--- src/logic/cca_pkg.sv ---
// constants for the clear channel assessment unit
// assumes a single 100 MHz clock and an 8-bit register port
`default_nettype none
package cca_pkg;
  // register offsets
  localparam logic [7:0] STATUS_ADDR = 8'h01;
  localparam logic [7:0] CTRL_ADDR   = 8'h08;
  localparam logic [7:0] THRES_ADDR  = 8'h09;
  localparam logic [7:0] SYNC_ADDR   = 8'h15;
  // field positions
  localparam int DONE_BIT = 7;
  localparam int IDLE_BIT = 6;
  localparam int REQ_BIT  = 7;
  localparam int MODE_LO  = 5;
  localparam int THR_LO   = 0;
  localparam int PDT_BIT  = 7;
  // reset values
  localparam logic [1:0] MODE_RESET    = 2'h1;
  localparam logic [4:0] CHANNEL_RESET = 5'h00;
  localparam logic [3:0] THR_RESET     = 4'h7;
  localparam logic [3:0] RSVD_RESET    = 4'h7;
  // assessment modes
  localparam logic [1:0] MODE_OR      = 2'h0;
  localparam logic [1:0] MODE_ENERGY  = 2'h1;
  localparam logic [1:0] MODE_CARRIER = 2'h2;
  localparam logic [1:0] MODE_AND     = 2'h3;
  // phy mode codes
  localparam logic [2:0] PHY_BPSK_300  = 3'h0;
  localparam logic [2:0] PHY_BPSK_600  = 3'h1;
  localparam logic [2:0] PHY_OQPSK_400 = 3'h2;
  localparam logic [2:0] PHY_OQPSK_SIN = 3'h3;
  localparam logic [2:0] PHY_OQPSK_RC  = 3'h4;
  // power floors in hundredths of a dBm
  localparam logic signed [17:0] FLOOR_BPSK_CDBM  = -18'sd10000;
  localparam logic signed [17:0] FLOOR_OQPSK_CDBM = -18'sd9800;
  localparam logic signed [17:0] FLOOR_RC_CDBM    = -18'sd9700;
  localparam logic [17:0]        THR_STEP_CDBM    = 18'd207;
  // timing
  localparam logic [3:0] LISTEN_SYMBOLS    = 4'h8;
  localparam logic [3:0] HIGH_RATE_SYMBOLS = 4'h2;
  localparam int CLK_MHZ       = 100;
  localparam int PROC_DELAY_US = 12;
  localparam logic [10:0] PROC_CYCLES = 11'(PROC_DELAY_US * CLK_MHZ);
endpackage
`default_nettype wire

--- src/logic/clear_channel_assessment.sv ---
// clear channel assessment unit: register port, manual and automatic energy
// windows, carrier/energy combination and completion status
// assumes all inputs come from logic on clk; receiver state comes from outside
`default_nettype none
module clear_channel_assessment (
  // clock and reset
  input  wire logic        clk,
  input  wire logic        rst_b,
  // register port
  input  wire logic        reg_wr,
  input  wire logic        reg_rd,
  input  wire logic [7:0]  reg_addr,
  input  wire logic [7:0]  reg_wdata,
  output logic      [7:0]  reg_rdata,
  // transceiver state
  input  wire logic [4:0]  trx_state_code,
  input  wire logic        basic_mode,
  input  wire logic        rx_listen,
  input  wire logic        rx_busy,
  input  wire logic        high_rate,
  input  wire logic [2:0]  phy_mode,
  // receiver measurements
  input  wire logic        symbol_tick,
  input  wire logic [15:0] rx_power_cdbm,
  input  wire logic        carrier_detect,
  input  wire logic        sync_detect,
  // events and controls
  output logic             measure_done_irq,
  output logic             preamble_detect_disable
);

  typedef enum logic [1:0] {ST_IDLE, ST_LISTEN, ST_PROC, ST_WAIT_AUTO} state_e;

  state_e             state_q, state_d;     // manual assessment sequencer
  logic [1:0]         mode_q;               // assess_mode
  logic [4:0]         channel_q;            // channel field, stored only
  logic [3:0]         thr_q;                // energy_threshold
  logic [3:0]         rsvd_q;               // reserved threshold bits
  logic               pdt_q;                // preamble_detect_disable
  logic               req_q;                // assess_request pulse
  logic               done_q;               // assess_done
  logic               idle_q;               // channel_idle_flag
  logic               irq_q;                // measure_done_irq
  logic [7:0]         rdata_q;              // read data
  logic [3:0]         sym_cnt_q;            // listen window symbols
  logic [10:0]        proc_cnt_q;           // processing delay count
  logic signed [18:0] acc_q;                // listen power sum
  logic               cs_seen_q;            // carrier seen in listen window
  logic               listen_ed_busy_q;     // listen energy decision
  logic               auto_run_q;           // automatic window running
  logic               auto_ran_q;           // window already used this frame
  logic               auto_done_q;          // automatic window finished
  logic               auto_busy_q;          // automatic energy decision
  logic [3:0]         auto_cnt_q;           // automatic window symbols
  logic signed [18:0] auto_acc_q;           // automatic power sum
  logic signed [17:0] floor_cdbm;           // power_floor_dbm
  logic signed [18:0] busy_power_level;     // threshold in centi-dBm
  logic signed [18:0] sample;               // sign-extended power sample
  logic signed [18:0] listen_sum;           // sum including this sample
  logic signed [18:0] auto_sum;             // auto sum including sample
  logic [3:0]         auto_len;             // automatic window length
  logic               req_take;             // request is taken now
  logic               finish;               // assessment completes now
  logic               finish_idle;          // idle result at completion
  logic               auto_start;           // automatic window starts
  logic               auto_last;            // last automatic symbol

  // busy decision from the selected mode
  function automatic logic busy_of(input logic [1:0] m, input logic cs,
                                   input logic ed);
    logic b;
    b = 1'b0;
    unique case (m)
      cca_pkg::MODE_OR:      b = cs | ed;
      cca_pkg::MODE_ENERGY:  b = ed;
      cca_pkg::MODE_CARRIER: b = cs;
      cca_pkg::MODE_AND:     b = cs & ed;
    endcase
    return b;
  endfunction

  // power floor by phy mode
  always_comb begin
    unique case (phy_mode)
      cca_pkg::PHY_BPSK_300, cca_pkg::PHY_BPSK_600: floor_cdbm = cca_pkg::FLOOR_BPSK_CDBM;
      cca_pkg::PHY_OQPSK_400, cca_pkg::PHY_OQPSK_SIN: floor_cdbm = cca_pkg::FLOOR_OQPSK_CDBM;
      cca_pkg::PHY_OQPSK_RC: floor_cdbm = cca_pkg::FLOOR_RC_CDBM;
      default: floor_cdbm = cca_pkg::FLOOR_RC_CDBM;  // unused codes
    endcase
  end

  // threshold and window sums
  always_comb begin
    busy_power_level = 19'(floor_cdbm)
                     + $signed({1'b0, 18'({14'h0, thr_q}) * cca_pkg::THR_STEP_CDBM});
    sample     = 19'($signed(rx_power_cdbm));
    listen_sum = acc_q + sample;
    auto_sum   = auto_acc_q + sample;
    auto_len   = high_rate ? cca_pkg::HIGH_RATE_SYMBOLS : cca_pkg::LISTEN_SYMBOLS;
    auto_start = sync_detect & rx_busy & ~auto_ran_q & ~pdt_q;
    auto_last  = auto_run_q & symbol_tick & (auto_cnt_q == auto_len - 4'h1);
    req_take   = req_q;
  end

  // sequencer next state and completion
  always_comb begin
    state_d     = state_q;
    finish      = 1'b0;
    finish_idle = 1'b0;
    if (req_take) begin
      if (!basic_mode || !(rx_listen || rx_busy)) begin
        finish  = 1'b1;
        state_d = ST_IDLE;
      end else if (rx_listen) begin
        state_d = ST_LISTEN;
      end else if (mode_q == cca_pkg::MODE_CARRIER) begin
        finish      = 1'b1;
        finish_idle = ~busy_of(mode_q, carrier_detect, 1'b0);
        state_d     = ST_IDLE;
      end else if (auto_done_q) begin
        finish      = 1'b1;
        finish_idle = ~busy_of(mode_q, carrier_detect, auto_busy_q);
        state_d     = ST_IDLE;
      end else begin
        state_d = ST_WAIT_AUTO;
      end
    end else begin
      unique case (state_q)
        ST_IDLE: state_d = ST_IDLE;
        // fixed 8-symbol window, also when preamble detect is off
        ST_LISTEN: begin
          if (symbol_tick && sym_cnt_q == cca_pkg::LISTEN_SYMBOLS - 4'h1) begin
            state_d = ST_PROC;
          end
        end
        // processing delay before the answer
        ST_PROC: begin
          if (proc_cnt_q == cca_pkg::PROC_CYCLES - 11'h1) begin
            finish      = 1'b1;
            finish_idle = ~busy_of(mode_q, cs_seen_q, listen_ed_busy_q);
            state_d     = ST_IDLE;
          end
        end
        // answer once the frame's energy window closes
        ST_WAIT_AUTO: begin
          if (auto_done_q) begin
            finish      = 1'b1;
            finish_idle = ~busy_of(mode_q, carrier_detect, auto_busy_q);
            state_d     = ST_IDLE;
          end else if (!rx_busy) begin
            finish  = 1'b1;  // frame lost: report busy
            state_d = ST_IDLE;
          end
        end
      endcase
    end
  end

  // sequencer state
  always_ff @(posedge clk or negedge rst_b) begin
    if (!rst_b) begin
      state_q <= ST_IDLE;
    end else begin
      state_q <= state_d;
    end
  end

  // listen window counters and averaging
  always_ff @(posedge clk or negedge rst_b) begin
    if (!rst_b) begin
      sym_cnt_q        <= 4'h0;
      proc_cnt_q       <= 11'h000;
      acc_q            <= 19'h00000;
      cs_seen_q        <= 1'b0;
      listen_ed_busy_q <= 1'b0;
    end else if (req_take) begin
      sym_cnt_q  <= 4'h0;
      proc_cnt_q <= 11'h000;
      acc_q      <= 19'h00000;
      cs_seen_q  <= 1'b0;
    end else if (state_q == ST_LISTEN) begin
      cs_seen_q <= cs_seen_q | carrier_detect;
      if (symbol_tick) begin
        sym_cnt_q <= sym_cnt_q + 4'h1;
        acc_q     <= listen_sum;
        // mean over the whole window against the threshold
        listen_ed_busy_q <= (listen_sum >>> 3) > busy_power_level;
      end
    end else if (state_q == ST_PROC) begin
      proc_cnt_q <= proc_cnt_q + 11'h001;
    end
  end

  // automatic energy window, once per frame
  always_ff @(posedge clk or negedge rst_b) begin
    if (!rst_b) begin
      auto_run_q  <= 1'b0;
      auto_ran_q  <= 1'b0;
      auto_done_q <= 1'b0;
      auto_busy_q <= 1'b0;
      auto_cnt_q  <= 4'h0;
      auto_acc_q  <= 19'h00000;
    end else if (!rx_busy) begin
      auto_run_q  <= 1'b0;  // frame over: rearm
      auto_ran_q  <= 1'b0;
      auto_done_q <= 1'b0;
    end else if (auto_start) begin
      auto_run_q <= 1'b1;
      auto_ran_q <= 1'b1;
      auto_cnt_q <= 4'h0;
      auto_acc_q <= 19'h00000;
    end else if (auto_run_q && symbol_tick) begin
      auto_cnt_q <= auto_cnt_q + 4'h1;
      auto_acc_q <= auto_sum;
      if (auto_last) begin
        auto_run_q  <= 1'b0;
        auto_done_q <= 1'b1;
        auto_busy_q <= (high_rate ? (auto_sum >>> 1) : (auto_sum >>> 3))
                       > busy_power_level;
      end
    end
  end

  // configuration registers
  always_ff @(posedge clk or negedge rst_b) begin
    if (!rst_b) begin
      mode_q    <= cca_pkg::MODE_RESET;
      channel_q <= cca_pkg::CHANNEL_RESET;
      thr_q     <= cca_pkg::THR_RESET;
      rsvd_q    <= cca_pkg::RSVD_RESET;
      pdt_q     <= 1'b0;
    end else if (reg_wr) begin
      if (reg_addr == cca_pkg::CTRL_ADDR) begin
        mode_q    <= reg_wdata[cca_pkg::MODE_LO +: 2];
        channel_q <= reg_wdata[4:0];
      end
      if (reg_addr == cca_pkg::THRES_ADDR) begin
        thr_q  <= reg_wdata[cca_pkg::THR_LO +: 4];
        rsvd_q <= reg_wdata[7:4];
      end
      if (reg_addr == cca_pkg::SYNC_ADDR) begin
        pdt_q <= reg_wdata[cca_pkg::PDT_BIT];
      end
    end
  end

  // request bit: one cycle, cleared as the sequencer takes it
  always_ff @(posedge clk or negedge rst_b) begin
    if (!rst_b) begin
      req_q <= 1'b0;
    end else begin
      req_q <= reg_wr & (reg_addr == cca_pkg::CTRL_ADDR)
             & reg_wdata[cca_pkg::REQ_BIT];
    end
  end

  // status flags: completion set wins over request clear
  always_ff @(posedge clk or negedge rst_b) begin
    if (!rst_b) begin
      done_q <= 1'b0;
      idle_q <= 1'b0;
    end else if (finish) begin
      done_q <= 1'b1;
      idle_q <= finish_idle;
    end else if (req_take) begin
      done_q <= 1'b0;
      idle_q <= 1'b0;
    end
  end

  // completion interrupt pulse
  always_ff @(posedge clk or negedge rst_b) begin
    if (!rst_b) begin
      irq_q <= 1'b0;
    end else begin
      irq_q <= finish;
    end
  end

  // register read mux; request bit reads as zero once taken
  always_ff @(posedge clk or negedge rst_b) begin
    if (!rst_b) begin
      rdata_q <= 8'h00;
    end else if (reg_rd) begin
      unique case (reg_addr)
        cca_pkg::STATUS_ADDR: rdata_q <= {done_q, idle_q, 1'b0, trx_state_code};
        cca_pkg::CTRL_ADDR:   rdata_q <= {req_q, mode_q, channel_q};
        cca_pkg::THRES_ADDR:  rdata_q <= {rsvd_q, thr_q};
        cca_pkg::SYNC_ADDR:   rdata_q <= {pdt_q, 7'h00};
        default:              rdata_q <= 8'h00;  // unmapped
      endcase
    end
  end

  // outputs straight from flops
  assign reg_rdata               = rdata_q;
  assign measure_done_irq        = irq_q;
  assign preamble_detect_disable = pdt_q;

endmodule
`default_nettype wire

--- config.mk ---
export PLATFORM = sky130hd
export DESIGN_NAME = clear_channel_assessment
export DESIGN_NICKNAME = d
export VERILOG_FILES = /design/src/logic/cca_pkg.sv /design/src/logic/clear_channel_assessment.sv
export SDC_FILE = /design/constraint.sdc
export NUM_CORES = 1
export LEC_CHECK = 0
export BUFFER_PORTS_ARGS = -buffer_cell sky130_fd_sc_hd__clkbuf_2
export CORE_ASPECT_RATIO = 2
export CORE_UTILIZATION = 35
export CTS_BUF_LIST = sky130_fd_sc_hd__clkbuf_8
export CTS_CLUSTER_DIAMETER = 100
export CTS_CLUSTER_SIZE = 10
export DETAILED_ROUTE_END_ITERATION = 6
export MAX_ROUTING_LAYER = met4
export PLACE_DENSITY_LB_ADDON = 0.25
export SYNTH_ARGS = -nofsm -noshare
export SYNTH_HDL_FRONTEND = slang
export SYNTH_SLANG_ARGS = --single-unit
--- constraint.sdc ---
create_clock -name clk -period 5.25 [get_ports clk]
set_input_delay 1.05 -clock clk [delete_from_list [all_inputs] [get_ports clk]]
set_output_delay 1.05 -clock clk [all_outputs]
set_load 0.01 [all_outputs]
[After elaboration in Yosys (flattened, before gate mapping)]
Index checks and enable logic that the tools add are counted.
Storage, ports and cells
  register bits: 93
  input port bits: 51
  output and inout bits: 10
  logic and storage cells: 182
Cells by class
  $add $sub $neg: 7
  multiply operators: 1
  order comparisons: 2
  eq/ne operators: 26
  multiplexer cells: 77
  bitwise gates (word level): 20
  reduce and logical (&&, ||, !) cells: 27
Operators with widths (number)
  $mux W19: 5
  $mux W1: 45
  $add A19 B16 Y19: 2
  $mux W11: 3
  $pmux W8 S4: 1
  $mux W4: 6
  $pmux W10 S2: 1
  $add A18 B13 Y19: 1
  $gt A16 B19 Y1: 1
  $gt A18 B19 Y1: 1
  $mux W2: 9
  $mux W17: 1
  $eq A8 B4 Y1 const B: 2
  $reduce_and A2 Y1: 7
  $mul A4 B8 Y12 const B: 1
  $add A11 B1 Y11 const B: 1
  $eq A11 B11 Y1 const B: 1
  $reduce_bool A2 Y1: 5
  $and A1 B1 Y1: 9
  $reduce_and A3 Y1: 3
  $add A4 B1 Y4 const B: 2
  $eq A2 B2 Y1 const B: 4
  $eq A8 B1 Y1 const B: 1
  $eq A8 B5 Y1 const B: 1
  other kinds (24): 47

[Depth between registers and ports, before layout]
  depth after elaboration: 14
  mapped depth: 25
  mapped depth without buffers: 25

[Worst setup path before layout]
No wires, ideal clock.
  kind: register -> register
  start: register thr_q[2]
  end: register auto_busy_q
  setup time: 0.132 ns
  data arrival time: 5.006 ns
  required time: 5.118 ns
  path slack: 0.113 ns
  cell stages (with the launch flop): 21
  path through: dfstp_2 fa_1 fa_1 inv_1 fa_1 inv_1 fa_1 o21ai_0 a21oi_1 o21ai_0 nand2b_1 a21o_1 a21oi_1 xnor2_1 ha_1 nand3_1 nor3_1 a2111oi_0 a21oi_1 nor4_1 o31ai_1
On the way
  longest elaborated chain between the ends: 3
Ends and longest elaborated chain
  from (decl): line clear_channel_assessment.sv:37  | logic [3:0] thr_q;
  from (signal assigned): line clear_channel_assessment.sv:229  | thr_q <= cca_pkg::THR_RESET;
  from (signal assigned): line clear_channel_assessment.sv:238  | thr_q <= reg_wdata[cca_pkg::THR_LO +: 4];
  $mul A4 B8 Y12: line clear_channel_assessment.sv:95  | + $signed({1'b0, 18'({14'h0, thr_q}) * cca_pkg::THR_STEP_CDBM});
  $add A18 B13 Y19: line clear_channel_assessment.sv:95
  $gt A18 B19 Y1: line clear_channel_assessment.sv:219  | > busy_power_level;
  to (signal assigned): line clear_channel_assessment.sv:218  | auto_busy_q <= (high_rate ? (auto_sum >>> 1) : (auto_sum >>> 3))
  to (decl): line clear_channel_assessment.sv:53  | logic auto_busy_q;
Every way passes these cells.
A chain may end at the register's enable or synchronous reset.

[Final worst setup path]
  start: register thr_q[1]
  end: register listen_ed_busy_q
On the way
  longest elaborated chain between the ends: 3
Ends and longest elaborated chain
  $mul A4 B8 Y12: line clear_channel_assessment.sv:95
  $add A18 B13 Y19: line clear_channel_assessment.sv:95
  $gt A16 B19 Y1: line clear_channel_assessment.sv:187  | listen_ed_busy_q <= (listen_sum >>> 3) > busy_power_level;
  to (signal assigned): line clear_channel_assessment.sv:187
  to (decl): line clear_channel_assessment.sv:49  | logic listen_ed_busy_q;
Every way passes these cells.

==> flow_summary.json <==
{
  "status": "finished, final reports clean",
  "h-tree-depth": 3,
  "die_x_um": 105.1,
  "synth_flop_cell": "dfrtp_1",
  "synth_nets": 968,
  "drv_slew": 0,
  "coreArea_um2": 20930,
  "cts_root_buf": "clkbuf_8",
  "hold_buffers": 0,
  "regArea_um2": 2336,
  "ys_warn_count": 0,
  "dpl_worst_slack_ps": -232.8,
  "reg2reg_setup_slack_ps": 60,
  "wl_um": 19440,
  "leakagePower_uw": 0.004061,
  "seq_area_frac_synth": 0.3138,
  "worstMarginPinSlew_ps": 1244,
  "rr_endpoint": "listen_ed_busy_q",
  "grt_pass1_wl_um": 31530,
  "grt_pass1_vias": 6292,
  "irDropWorstVdd_uv": 115.5,
  "yosysUniqueCellTypes": 75,
  "hold_end": "auto_ran_q",
  "hpwl_um": 15100,
  "worstSetupPathType": "reg -> reg",
  "crit_chain": "fa_1, fa_1, inv_1, fa_1, inv_1, ha_1, a211o_1, o221a_1, o41a_1, xnor2_1, buf_4, ha_4, nor2b_1, o21ai_2, o31ai_2, nor2_1, o21ai_1, a311o_1, a21oi_2, o32ai_2",
  "critical_path_peak_fanout": 2,
  "final_antenna_net_count": 0,
  "finClkSkew_ps": 14.49,
  "fmax_mhz": 192.6,
  "cap_violations": 0,
  "die_h_um": 208.3,
  "place.gp.congestion": 0.9133,
  "path_clk_slew_ps": 100,
  "initial_utilization": 0.3558,
  "crit_path_max_incr_delay_ps": 550,
  "antenna_found_initial": 1,
  "hold_viol": 0,
  "numCtsBuffers": 9,
  "ff2ff_path_depth": 20,
  "startpoint": "thr_q[1]",
  "syn_inst": 822,
  "setup_slack_ps": 57.49,
  "ioPinCount": 61,
  "period_needed_ps": 5193,
  "grt_max_degree": 53,
  "grt_overflow": 0,
  "cts_tree": "built",
  "hold_start": "auto_ran_q",
  "clk_latency_ps": 400,
  "relSlewSlack": 0.1673,
  "min_path_type": "reg -> reg",
  "p_per_area_nw_per_um2": 358.6,
  "cts_sinks": 93,
  "num_rows": 75,
  "vias_per_cell": 5.264,
  "avgSynthCellArea_um2": 9.057,
  "slowest_stage": "fa_1",
  "finalCritPeriodShare": 0.9890,
  "syn_area_um2": 7445,
  "drc_errors": 0,
  "cpLargestDelayFamily": "adder cells",
  "synth_edf_count": 0,
  "dr.pass1.iters": 5,
  "dieArea_um2": 21890,
  "clk_path_buf_depth": 2,
  "crit_top_cell": "fa_1",
  "layout-drive-gt1-share": 0.1744,
  "whs_path_depth": 2,
  "fill_cells": 2113,
  "multi_input_area_um2": 5049,
  "critical_path_required_ps": 5530,
  "setup_violations": 0,
  "wl_per_cell_um": 16.53,
  "nets": 1047,
  "cp.arrival_ps": 5470,
  "io_buffers": 59,
  "start_kind": "register",
  "grt_usage": 0.1939,
  "crit_buf_inv": 3,
  "drt_iter0_drc": 197,
  "num_vias": 6190,
  "final_core_util": 0.4092,
  "critPathCaptureType": "register",
  "grt_setup_unrepaired": "yes",
  "ys_seq_elements": 93,
  "async_reset_ff_frac": 1.000,
  "r2r-start": "thr_q[1]",
  "area_growth_syn_to_layout_pct": 15.03
}
worst min-delay path, cell delays in order, from the launching register on:
cell     delay [ps]
dfrtp_1         360
nand2_1          50
nand2_1          50
placed cells by master, fill, tap and decap left out, drive strengths merged, types with 8 or more instances in the layout:
master  synthesis  routed
o21a           13      13
a21oi          75      75
nand2          87      87
nand2b          8       8
a22o           12      12
buf             3      32
ha             88      88
xnor2          40      40
inv            30      33
xor2           21      21
mux2i          14      14
nor2b          11      11
dfrtp          86      86
nand3          15      15
a21o           18      18
o21ai          46      46
clkbuf         19      67
nor3           14      14
mux2           20      20
a211oi          8       8
nand4          12      12
nor2           83      83
Yosys cell counts (8+ instances only):
cell type / n / share of area
mux2i_1: 13 / 0.017
dfrtp_1: 86 / 0.29
inv_1: 29 / 0.015
ha_1: 88 / 0.15
a22o_1: 12 / 0.014
nand4_1: 12 / 0.010
nor3_1: 14 / 0.0094
o21a_1: 13 / 0.013
xor2_1: 21 / 0.025
nor2_1: 82 / 0.041
nor2b_1: 11 / 0.0092
mux2_1: 12 / 0.018
o21ai_0: 37 / 0.025
a21oi_1: 73 / 0.049
a21o_1: 18 / 0.018
a211oi_1: 8 / 0.0081
nand2b_1: 8 / 0.0067
nand3_1: 14 / 0.0094
mux2_2: 8 / 0.012
xnor2_1: 37 / 0.044
clkbuf_1: 19 / 0.0096
nand2_1: 87 / 0.044
stage by stage:
stage | power [µW] | cells | setup TNS, ps | area [µm²] | hold WS [ps]
final | 3070 | 1176 | 0 | 8563 | 494.0
after global placement | 2476 | 1157 | -442.6 | 8214 | 465.1
after floorplan | 2043 | 822 | 0 | 7445 | 450.8
after global routing | 3341 | 1176 | -378.3 | 8563 | 511.2
after CTS | 3071 | 1175 | 0 | 8483 | 499.6
after detailed placement | 2497 | 1157 | -431.1 | 8214 | 475.1
state kept, by name, indices dropped and copies added (netlist names), 2 cells and up:
signal      cells
thr_q           4
auto_acc_q     19
auto_cnt_q      4
channel_q       5
acc_q          19
state_q         2
mode_q          2
sym_cnt_q       4
rsvd_q          4
proc_cnt_q     11
reg_rdata       8
worst max path at each step:
| stage | endpoint | slack, ps | depth (start not counted) |
|---|---|---|---|
| floorplan | auto_busy_q | 110 | 20 |
| global placement | auto_busy_q | -270 | 21 |
| detailed placement | auto_busy_q | -230 | 21 |
| CTS | listen_ed_busy_q | 0.3 | 20 |
| global route | listen_ed_busy_q | -210 | 25 |
| finish | listen_ed_busy_q | 60 | 20 |
cell type report:
cell class | count | area share
Antenna cell | 1 | 0.0002922
Clock buffer | 9 | 0.01447
Clock inverter | 7 | 0.008036
Inverter | 30 | 0.01315
Multi-Input combinational cell | 677 | 0.5896
Sequential cell | 93 | 0.2728
Tap cell | 269 | 0.03930
Timing Repair Buffer | 90 | 0.06239
timing repair:
item	in CTS	in global routing
pin swaps	17	20
gates cloned	0	0
buffers inserted	2	0
gates resized for setup	15	12
setup endpoints to repair	2	2
report_power, final:
part           total (µW)  switching [µW]  internal, µW
clock network         500             282           218
logic                1670             930           743
registers             898            72.1           826
total                3070            1280          1790
per-layer routing:
| layer | track usage | up-vias | share of wire | wire length [µm] |
|---|---|---|---|---|
| li1 | - | 3118 | - | - |
| met1 | 0.1930 | 2939 | 0.38 | 7441 |
| met2 | 0.3601 | 95 | 0.55 | 10720 |
| met3 | 0.02538 | 38 | 0.021 | 399 |
| met4 | 0.1039 | 0 | 0.045 | 879 |
| met5 | - | - | 0 | 0 |
cells by family (layout without fill, tap and decap cells):
kind of cell | Yosys count | in the layout | synth area share
adders and majority gates | 95 | 95 | 0.1667
AOI/OAI and AO/OA | 225 | 225 | 0.2017
other | 0 | 1 | 0
muxes | 34 | 34 | 0.05076
and+or+nand+nor | 261 | 261 | 0.1615
DFF | 93 | 93 | 0.3138
buffers and inverters | 52 | 136 | 0.02622
xor gates and xnor gates | 62 | 62 | 0.07933
Power figures use the tool's default switching activity.
